File: src/verilog/scsr_pkg.sv
package scsr_pkg;
   // byte addresses of the serial register map (15-bit address space)
   localparam logic [14:0] ADDR_CFG_A = 15'h0000; // address direction lives here
   localparam logic [14:0] ADDR_ID_LO = 15'h000C; // maker code, low byte
   localparam logic [14:0] ADDR_ID_HI = 15'h000D; // maker code, high byte
   localparam logic [14:0] ADDR_USR   = 15'h0010; // user serial config
   localparam logic [14:0] ADDR_SRC   = 15'h0029; // sync ref control
   localparam logic [14:0] ADDR_CIC   = 15'h002A; // clock input control
   localparam logic [14:0] ADDR_POS0  = 15'h002C; // position status, bits 7:0
   localparam logic [14:0] ADDR_POS1  = 15'h002D; // position status, bits 15:8
   localparam logic [14:0] ADDR_POS2  = 15'h002E; // position status, bits 23:16
   localparam logic [14:0] ADDR_STEP  = 15'h0001; // streaming address step

   // field positions
   localparam int CFG_A_ASCEND_BIT = 5;
   localparam int CFG_A_SDO_BIT    = 4;
   localparam int USR_HOLD_BIT     = 0;
   localparam int SRC_PROC_BIT     = 6;
   localparam int SRC_RECV_BIT     = 5;
   localparam int SRC_FINE_BIT     = 4;
   localparam int SRC_SEL_MSB      = 3;
   localparam int CIC_TS_BIT       = 3;
   localparam int CIC_DEVCLK_BIT   = 2;
   localparam int CIC_SRDC_BIT     = 1;
   localparam int CIC_FLIP_BIT     = 0;

   // reset values
   localparam logic       ASCEND_RST = 1'b1;
   localparam logic       HOLD_RST   = 1'b0;
   localparam logic [6:0] SRC_RST    = 7'h00;
   localparam logic [3:0] CIC_RST    = 4'h0;

   // maker code: value is arbitrary, not a real maker's code
   localparam logic [15:0] MAKER_ID = 16'hC35A;

   // frame and datapath sizes
   localparam logic [4:0] HDR_LAST  = 5'h0F; // 16 header bits
   localparam logic [4:0] BYTE_LAST = 5'h07; // 8 bits per data byte
   localparam int         POS_W     = 24;
   localparam int         HIST_W    = 48;
   localparam int         SAMPLE_W  = 8;

   // serial frame states, one-hot
   typedef enum logic [2:0] {
      SCSR_IDLE = 3'b001,
      SCSR_HDR  = 3'b010,
      SCSR_DATA = 3'b100
   } scsr_spi_st_t;
endpackage : scsr_pkg

File: src/verilog/scsr_pin_sync.sv
`timescale 1ns/1ps
// three-stage pin synchroniser; a change is taken once stages two and
// three agree, which filters a single metastable sample
module scsr_pin_sync #(
   parameter int W = 4
) (
   input  wire logic         core_clk_i,
   input  wire logic         arst_n_i,
   input  wire logic [W-1:0] raw_i,
   output logic      [W-1:0] sync_o
);
   import scsr_pkg::*;

   typedef struct packed {
      logic [W-1:0] s1; // first stage, read only by s2
      logic [W-1:0] s2;
      logic [W-1:0] s3;
      logic [W-1:0] q;  // accepted level
   } scsr_sync_t;

   scsr_sync_t   r;
   scsr_sync_t   next_r;
   logic [W-1:0] next_q; // accepted level, next cycle

   // per-bit agreement filter: take the level only when the two later stages match
   genvar g;
   generate
      for (g = 0; g < W; g++) begin : g_bit
         assign next_q[g] = (r.s2[g] == r.s3[g]) ? r.s3[g] : r.q[g];
      end
   endgenerate

   // shift the three stages and update the accepted level
   always_comb begin
      next_r    = r;
      next_r.s1 = raw_i;
      next_r.s2 = r.s1;
      next_r.s3 = r.s2;
      next_r.q  = next_q;
   end

   // single state register; all stages clear on reset
   always_ff @(posedge core_clk_i or negedge arst_n_i) begin
      if (!arst_n_i) begin
         r <= '0;
      end else begin
         r <= next_r;
      end
   end

   assign sync_o = r.q;
endmodule : scsr_pin_sync

File: src/verilog/scsr_spi_regs.sv
`timescale 1ns/1ps
module scsr_spi_regs (
   input  wire logic                          core_clk_i,
   input  wire logic                          arst_n_i,
   input  wire logic                          spi_sclk_i,
   input  wire logic                          spi_cs_n_i,
   input  wire logic                          spi_sdi_i,
   output logic                               spi_sdo_o,
   output logic                               spi_sdo_oe_n_o,
   input  wire logic                          sysref_i,
   input  wire logic                          output_timestamp_enable_i,
   input  wire logic [scsr_pkg::SAMPLE_W-1:0] sample_i,
   output logic      [scsr_pkg::SAMPLE_W-1:0] sample_o,
   output logic                               sysref_event_o,
   output logic                               sysref_receiver_enable_o,
   output logic                               device_clock_dc_input_mode_o,
   output logic                               sysref_dc_input_mode_o
);
   import scsr_pkg::*;

   typedef struct packed {
      scsr_spi_st_t st;     // frame state
      logic         sclk_q; // serial clock, last cycle
      logic [4:0]   cnt;    // bit index in header or byte
      logic         rd;     // frame is a read
      logic [14:0]  addr;   // current register address
      logic [6:0]   rx;     // data bits received so far
      logic [7:0]   tx;     // read byte being shifted out
      logic         sdo;    // serial data out
      logic         ascend; // streaming direction, 1 = up
      logic         hold;   // streaming address hold
      logic [6:0]   src;    // sync ref control, bit 7 reserved
      logic [3:0]   cic;    // clock input control, 7:4 reserved
   } scsr_spi_state_t;

   localparam scsr_spi_state_t R_RST = '{
      st: SCSR_IDLE, sclk_q: 1'b0, cnt: 5'h00, rd: 1'b0, addr: 15'h0000,
      rx: 7'h00, tx: 8'h00, sdo: 1'b0, ascend: ASCEND_RST, hold: HOLD_RST,
      src: SRC_RST, cic: CIC_RST};

   scsr_spi_state_t       r;
   scsr_spi_state_t       next_r;
   logic [3:0]            pin_s;     // synced sclk, inverted select, sdi, sync-ref
   logic                  sclk;      // synced serial clock
   logic                  cs_n;      // synced chip select
   logic                  sdi;       // synced serial data in
   logic                  rise;      // serial clock rising edge
   logic                  fall;      // serial clock falling edge
   logic [14:0]           step_addr; // address of next streamed byte
   logic [14:0]           hdr_addr;  // address as the header completes
   logic [7:0]            wr_byte;   // byte as its last bit arrives
   logic [POS_W-1:0]      pos;       // captured position status

   // all four pins come from outside this clock domain; select goes in
   // inverted so a cleared synchroniser reads deselected, not a false frame
   scsr_pin_sync #(
      .W(4)
   ) u_sync (
      .core_clk_i (core_clk_i),
      .arst_n_i   (arst_n_i),
      .raw_i      ({sysref_i, spi_sdi_i, ~spi_cs_n_i, spi_sclk_i}),
      .sync_o     (pin_s)
   );

   assign sclk = pin_s[0];
   assign cs_n = ~pin_s[1]; // undo the inversion at the synchroniser
   assign sdi  = pin_s[2];
   assign rise = sclk & ~r.sclk_q;
   assign fall = ~sclk & r.sclk_q;

   // sync-ref datapath steered by both control registers
   scsr_sysref_path u_sysref (
      .core_clk_i (core_clk_i),
      .arst_n_i   (arst_n_i),
      .sysref_i   (pin_s[3]),
      .recv_en_i  (r.src[SRC_RECV_BIT]),
      .proc_en_i  (r.src[SRC_PROC_BIT]),
      .flip_i     (r.cic[CIC_FLIP_BIT]),
      .fine_i     (r.src[SRC_FINE_BIT]),
      .sel_i      (r.src[SRC_SEL_MSB:0]),
      .ts_en_i    (r.cic[CIC_TS_BIT] & output_timestamp_enable_i),
      .sample_i   (sample_i),
      .sample_o   (sample_o),
      .event_o    (sysref_event_o),
      .pos_o      (pos)
   );

   // read-back mux; unmapped addresses read zero
   function automatic logic [7:0] rd_byte(input logic [14:0] a,
                                          input scsr_spi_state_t s,
                                          input logic [POS_W-1:0] p);
      logic [7:0] b;
      b = 8'h00;
      if (a == ADDR_CFG_A) begin
         b[CFG_A_ASCEND_BIT] = s.ascend;
         b[CFG_A_SDO_BIT]    = 1'b1;
      end else if (a == ADDR_ID_LO) begin
         b = MAKER_ID[7:0];
      end else if (a == ADDR_ID_HI) begin
         b = MAKER_ID[15:8];
      end else if (a == ADDR_USR) begin
         b[USR_HOLD_BIT] = s.hold;
      end else if (a == ADDR_SRC) begin
         b = {1'b0, s.src};
      end else if (a == ADDR_CIC) begin
         b = {4'h0, s.cic};
      end else if (a == ADDR_POS0) begin
         b = p[7:0];
      end else if (a == ADDR_POS1) begin
         b = p[15:8];
      end else if (a == ADDR_POS2) begin
         b = p[23:16];
      end
      return b;
   endfunction : rd_byte

   // next streamed address: held, or stepped up or down
   always_comb begin
      if (r.hold) begin
         step_addr = r.addr;
      end else if (r.ascend) begin
         step_addr = 15'(r.addr + ADDR_STEP);
      end else begin
         step_addr = 15'(r.addr - ADDR_STEP);
      end
   end

   assign hdr_addr = {r.addr[13:0], sdi};
   assign wr_byte  = {r.rx, sdi};

   // serial frame engine; data in on rising, data out on falling edge
   always_comb begin
      next_r        = r;
      next_r.sclk_q = sclk;
      if (cs_n) begin
         // deselect ends the frame wherever it stands
         next_r.st  = SCSR_IDLE;
         next_r.cnt = 5'h00;
      end else begin
         case (r.st)
            SCSR_IDLE: begin
               // select needs one cycle of setup before the first edge
               next_r.st  = SCSR_HDR;
               next_r.cnt = 5'h00;
            end
            SCSR_HDR: begin
               // header shifts in msb first; the read flag leaves bit 14 last
               if (rise) begin
                  next_r.rd   = r.addr[14];
                  next_r.addr = hdr_addr;
                  next_r.cnt  = 5'(r.cnt + 5'h01);
                  if (r.cnt == HDR_LAST) begin
                     next_r.st  = SCSR_DATA;
                     next_r.cnt = 5'h00;
                     next_r.tx  = rd_byte(hdr_addr, r, pos);
                  end
               end
            end
            SCSR_DATA: begin
               if (rise) begin
                  next_r.rx  = wr_byte[6:0];
                  next_r.cnt = 5'(r.cnt + 5'h01);
                  // last bit of a byte: commit the write, then step the address
                  if (r.cnt == BYTE_LAST) begin
                     next_r.cnt = 5'h00;
                     if (!r.rd) begin
                        // writes land in the addressed register
                        if (r.addr == ADDR_CFG_A) begin
                           next_r.ascend = wr_byte[CFG_A_ASCEND_BIT];
                        end else if (r.addr == ADDR_USR) begin
                           next_r.hold = wr_byte[USR_HOLD_BIT];
                        end else if (r.addr == ADDR_SRC) begin
                           next_r.src = wr_byte[6:0];
                        end else if (r.addr == ADDR_CIC) begin
                           next_r.cic = wr_byte[3:0];
                        end
                        // maker code and status bytes ignore writes
                     end
                     next_r.addr = step_addr;
                     next_r.tx   = rd_byte(step_addr, r, pos);
                  end
               end else if (fall) begin
                  // next read bit leaves on the falling edge, held until the next fall
                  next_r.sdo = r.tx[7];
                  next_r.tx  = {r.tx[6:0], 1'b0};
               end
            end
            default: begin
               next_r.st = SCSR_IDLE;
            end
         endcase
      end
   end

   // single state register; every control field has a constant reset
   always_ff @(posedge core_clk_i or negedge arst_n_i) begin
      if (!arst_n_i) begin
         r <= R_RST;
      end else begin
         r <= next_r;
      end
   end

   // data out is driven only while a read frame is in its data phase
   assign spi_sdo_o                    = r.sdo;
   assign spi_sdo_oe_n_o               = ~(~cs_n & r.rd & (r.st == SCSR_DATA));
   assign sysref_receiver_enable_o     = r.src[SRC_RECV_BIT];
   assign device_clock_dc_input_mode_o = r.cic[CIC_DEVCLK_BIT];
   assign sysref_dc_input_mode_o       = r.cic[CIC_SRDC_BIT];
endmodule : scsr_spi_regs

File: src/verilog/scsr_sysref_path.sv
`timescale 1ns/1ps
// sync-ref receive path: polarity, capture delay, position window,
// processor event and timestamp insertion on the output samples
module scsr_sysref_path (
   input  wire logic                          core_clk_i,
   input  wire logic                          arst_n_i,
   input  wire logic                          sysref_i,
   input  wire logic                          recv_en_i,
   input  wire logic                          proc_en_i,
   input  wire logic                          flip_i,
   input  wire logic                          fine_i,
   input  wire logic [3:0]                    sel_i,
   input  wire logic                          ts_en_i,
   input  wire logic [scsr_pkg::SAMPLE_W-1:0] sample_i,
   output logic      [scsr_pkg::SAMPLE_W-1:0] sample_o,
   output logic                               event_o,
   output logic      [scsr_pkg::POS_W-1:0]    pos_o
);
   import scsr_pkg::*;

   typedef struct packed {
      logic [HIST_W-1:0]   hist;   // past receiver samples, bit 0 newest
      logic                tap_q;  // delayed tap, last cycle
      logic                ev;     // processor event pulse
      logic [POS_W-1:0]    pos;    // captured edge window
      logic [SAMPLE_W-1:0] sample; // outgoing sample
   } scsr_sr_t;

   scsr_sr_t          r;
   scsr_sr_t          next_r;
   logic              rx;   // receiver output after polarity
   logic              tap;  // delayed copy chosen by select
   logic [POS_W-1:0]  win;  // window at current step size

   // receiver gated by its enable; polarity flip applied here
   assign rx  = recv_en_i & (sysref_i ^ flip_i);
   // fine step uses every tap, coarse step every second tap
   assign tap = fine_i ? r.hist[{1'b0, sel_i}] : r.hist[{sel_i, 1'b0}];

   genvar g;
   generate
      for (g = 0; g < POS_W; g++) begin : g_win
         assign win[g] = fine_i ? r.hist[g] : r.hist[2*g];
      end
   endgenerate

   // history, event, position and sample update
   always_comb begin
      next_r       = r;
      next_r.hist  = {r.hist[HIST_W-2:0], rx};
      next_r.tap_q = tap;
      // events only while the processor is enabled
      next_r.ev    = proc_en_i & tap & ~r.tap_q;
      // capture where the edge fell when the receiver sees it rise
      if (rx && !r.hist[0]) begin
         next_r.pos = win;
      end
      // timestamp replaces the sample lsb only when both enables are set
      if (ts_en_i) begin
         next_r.sample = {sample_i[SAMPLE_W-1:1], tap};
      end else begin
         next_r.sample = sample_i;
      end
   end

   // single state register
   always_ff @(posedge core_clk_i or negedge arst_n_i) begin
      if (!arst_n_i) begin
         r <= '0;
      end else begin
         r <= next_r;
      end
   end

   assign sample_o = r.sample;
   assign event_o  = r.ev;
   assign pos_o    = r.pos;
endmodule : scsr_sysref_path
File: config.mk
export PLATFORM = sky130hd
export DESIGN_NAME = scsr_spi_regs
export DESIGN_NICKNAME = d
export VERILOG_FILES = /design/src/verilog/scsr_pkg.sv /design/src/verilog/scsr_pin_sync.sv /design/src/verilog/scsr_spi_regs.sv /design/src/verilog/scsr_sysref_path.sv
export SDC_FILE = /design/constraint.sdc
export NUM_CORES = 1
export LEC_CHECK = 0
export BUFFER_PORTS_ARGS = -buffer_cell sky130_fd_sc_hd__buf_2
export CORE_ASPECT_RATIO = 1.25
export CORE_MARGIN = 3
export CORE_UTILIZATION = 60
export CTS_BUF_LIST = sky130_fd_sc_hd__clkbuf_8 sky130_fd_sc_hd__clkbuf_16
export DETAILED_ROUTE_END_ITERATION = 10
export PLACE_DENSITY = 0.79
export SYNTH_ARGS = -nofsm -noshare
export SYNTH_HDL_FRONTEND = slang
export SYNTH_SLANG_ARGS = --single-unit
File: constraint.sdc
create_clock -name core_clk_i -period 8.8 [get_ports core_clk_i]
set_input_delay 1.32 -clock core_clk_i [delete_from_list [all_inputs] [get_ports core_clk_i]]
set_output_delay 1.32 -clock core_clk_i [all_outputs]
set_load 0.05 [all_outputs]
==> run_results.csv <==
group,metric,value,unit
pwr,irDropWorstVdd,0.0001721,V
setup_path,critical_path_arrival,4.29,ns
die,fp.dieW,107.7,um
setup_path,worstSetupPathType,"flop to flop",
timing,fin_tns_setup,0,ns
timing,whs,0.3526,ns
routing,wl_per_cell,22.31,um
cells_and_area,syn_to_final_growth,9.634,%
global_route,grt_max_degree,92,
place,place_area,0.007936,sq mm
cells_and_area,post-route-cell-area,0.008501,sq mm
setup_path,critPathLaunch,"r[12]$_DFFE_PN1P_",
setup_path,r2r_start,"r[12]$_DFFE_PN1P_",
pwr,seqPwrFrac,36.3,%
yosys,syn_area_per_cell,10.28,sq um
yosys,yosysUniqueCellTypes,76,
clocking,ctsHoldBuffers,0,
die,die_h,133.1,um
cells_and_area,antennaDiodeCount,0,
routing,vias,6294,
timing,rsz0062_at_grt,"no",
timing,fin_crit,3.936,ns
hold_path,hold_start,"u_sysref.next_r[80]$_DFF_PN0_",
clocking,ctsLongestPathBuffers,2,
die,num_rows,45,
clocking,clock_sinks,150,
timing,fin_crit_sh,44.72,%
yosys,async_reset_ff_share,100.0,%
setup_path,required,9.16,ns
routing,final_antenna_net_count,0,
pwr,switching_share,37.23,%
timing,worst_pin_slew,1.072,ns
setup_path,cp_top_family,"compound AO/OA/AOI/OAI gates",
place,gp_congestion,0.9773,
cells_and_area,n_fill_cell,947,
yosys,synthCells,754,
pwr,clockPowerShare,33.1,%
yosys,synth_seq_area_share,48.44,%
global_route,overflow,0,
routing,wl,20880,um
setup_path,path_max_fanout,17,
clocking,cts_made_buffers,17,
yosys,synth_edf_count,0,
die,io_pins,29,
die,core,0.01239,sq mm
clocking,cts_tree,"built",
global_route,grt_antenna_before_repair,0,
setup_path,critPathBufInv,1,
clocking,htree_num_levels,4,
pwr,intPower,1.316,mW
clocking,clk_latency,0.43,ns
timing,setup_viol,0,
global_route,grt.total_usage,30.73,%
pwr,p_sw,0.7810,mW
routing,drc,0,
timing,slew_violations,0,
hold_path,hold_class,"flop to flop",
setup_path,slowest_stage,"nor4_1",
setup_path,start_kind,"flop",
timing,skew,0.007377,ns
clocking,postCtsResizedCells,0,
routing,viasPerCell,6.724,
clocking,root_buffer,"clkbuf_16",
timing,slew_headroom,28.52,%
global_route,grt_pass1_wl,33730,um
timing,hold_violations,0,
place,numPortBuffers,28,
setup_path,crit_chain,"inv_1, fa_1, a211oi_2, o21a_1, mux2i_1, o311ai_4, nor4_1, nand2_1, a41o_1, a21oi_1",
die,initial_utilization,62.60,%
cells_and_area,layout_commonest_cell,"dfrtp_1",
yosys,syn-num-nets,788,
cells_and_area,final_layout_size_suffix_gt1_share,14.25,%
place,hpwl,15030,um
setup_path,r2r_slack,4.86,ns
routing,drtIter0Drc,596,
pwr,leakagePower,3.781,nW
pwr,p_comb_share,30.6,%
yosys,synth-seq-cells,150,
cells_and_area,layout_common_cells,"dfrtp_1 (148), nor2_1 (76), a21oi_1 (69)",
setup_path,r2r_end,"r[15]$_DFFE_PN0P_",
routing,dr.pass1.iters,7,
setup_path,path_depth,10,
outcome,status,"finished clean",
yosys,ys.flop_type,"dfrtp_1",
timing,max_freq,254.1,MHz
yosys,yosys_warnings,0,
setup_path,max_stage_delay,0.61,ns
clocking,clk_pin_slew,0.07,ns
flow_run,cap_violations,0,
clocking,post-cts-setup-buffers,0,
setup_path,critPathCapture,"r[15]$_DFFE_PN0P_",
pwr,power_density,246.7,mW/mm^2
global_route,grt_pass1_vias,6317,
die,die_area,0.01433,sq mm
setup_path,r2r_cells,10,
setup_path,worstSetupEndpointType,"flop",
yosys,syn_area,0.007754,sq mm
cells_and_area,nets,793,
[worst min path at each step]
stage                                    end  slack [ns]  cells after the start
3_5_place_dp   u_sysref.next_r[67]$_DFF_PN0_        0.34                      0
6_report       u_sysref.next_r[81]$_DFF_PN0_        0.35                      0
2_1_floorplan     u_sync.next_r[4]$_DFF_PN0_        0.33                      0
4_1_cts        u_sysref.next_r[81]$_DFF_PN0_        0.36                      0
3_3_place_gp      u_sync.next_r[4]$_DFF_PN0_        0.33                      0
5_1_grt        u_sysref.next_r[65]$_DFF_PN0_        0.36                      0
[worst register-to-register path: stages (launching register included)]
cell and delay [ns]:
dfstp_2 0.55, inv_1 0.32, fa_1 0.60, a211oi_2 0.40
o21a_1 0.35, mux2i_1 0.36, o311ai_4 0.18, nor4_1 0.61
nand2_1 0.13, a41o_1 0.25, a21oi_1 0.11
[power by group through the flow]
| stage | Sequential [mW] | Combinational (mW) | Clock [mW] |
|---|---|---|---|
| after floorplan | 0.740 | 0.503 | 0 |
| after global placement | 0.770 | 0.610 | 0 |
| after detailed placement | 0.771 | 0.622 | 0 |
| after CTS | 0.758 | 0.628 | 0.702 |
| after global routing | 0.765 | 0.693 | 0.731 |
| final | 0.762 | 0.642 | 0.693 |
[logic make-up (layout without fill, tap and decap cells)]
group | after synthesis | in the layout | synth area share, %
buffers and inverters | 69 | 87 | 3.792
adders and majority gates | 23 | 23 | 3.679
muxes | 59 | 59 | 9.601
xor gates and xnor gates | 8 | 8 | 0.9037
DFF | 150 | 150 | 48.44
AOI/OAI and AO/OA | 213 | 213 | 19.01
and+or+nand+nor | 232 | 232 | 14.57
[metal layers]
metal	track usage (%)	wire length, um	vias to the layer above
met5	0	0	-
met4	18.74	1428	0
met3	6.059	1045	101
met2	49.45	10380	288
met1	38.08	8026	3082
li1	-	-	2823
[synth_stat cells (10+ instances only)]
| master | instances | area, sq um |
|---|---|---|
| dfrtp_1 | 148 | 3704 |
| nor2_1 | 76 | 285.3 |
| a21oi_1 | 69 | 345.3 |
| nand2_1 | 63 | 236.5 |
| o21ai_0 | 32 | 160.2 |
| clkbuf_1 | 31 | 116.4 |
| mux2i_1 | 26 | 260.3 |
| inv_1 | 22 | 82.58 |
| nand3_1 | 19 | 95.09 |
| ha_1 | 18 | 225.2 |
| mux2_2 | 17 | 191.4 |
| nor3_1 | 12 | 60.06 |
| a21o_1 | 11 | 82.58 |
| a222oi_1 | 10 | 100.1 |
| mux4_2 | 10 | 225.2 |
[stage by stage]
step	utilization (%)	power (mW)	worst slack [ns]	instances
CTS	68.63	2.088	4.902	936
floorplan	-	1.242	5.400	754
detailed placement	64.07	1.393	4.919	904
global route	68.63	2.190	4.581	936
global placement	64.07	1.380	5.069	904
finish	68.63	2.097	4.865	936
[registers in the layout (all words and copies together), names as in the netlist, 4 cells and up]
register           flops
u_sync.next_r          8
r                     35
u_sysref.sample_o      8
u_sysref.next_r       47
u_sync.sync_o          4
u_sync.r               4
hdr_addr              14
u_sysref.pos_o        24
[final cells by class]
| cell class | count | area (sq um) | area share, % |
|---|---|---|---|
| multi-input combinational | 535 | 3709 | 43.63 |
| clock buffer | 17 | 425.4 | 5.004 |
| clock inverter | 15 | 138.9 | 1.634 |
| tap | 164 | 205.2 | 2.414 |
| inverter | 22 | 82.58 | 0.9714 |
| timing repair buffer | 33 | 183.9 | 2.164 |
| sequential | 150 | 3756 | 44.19 |
Note: power is estimated with default switching activity, not from simulation.
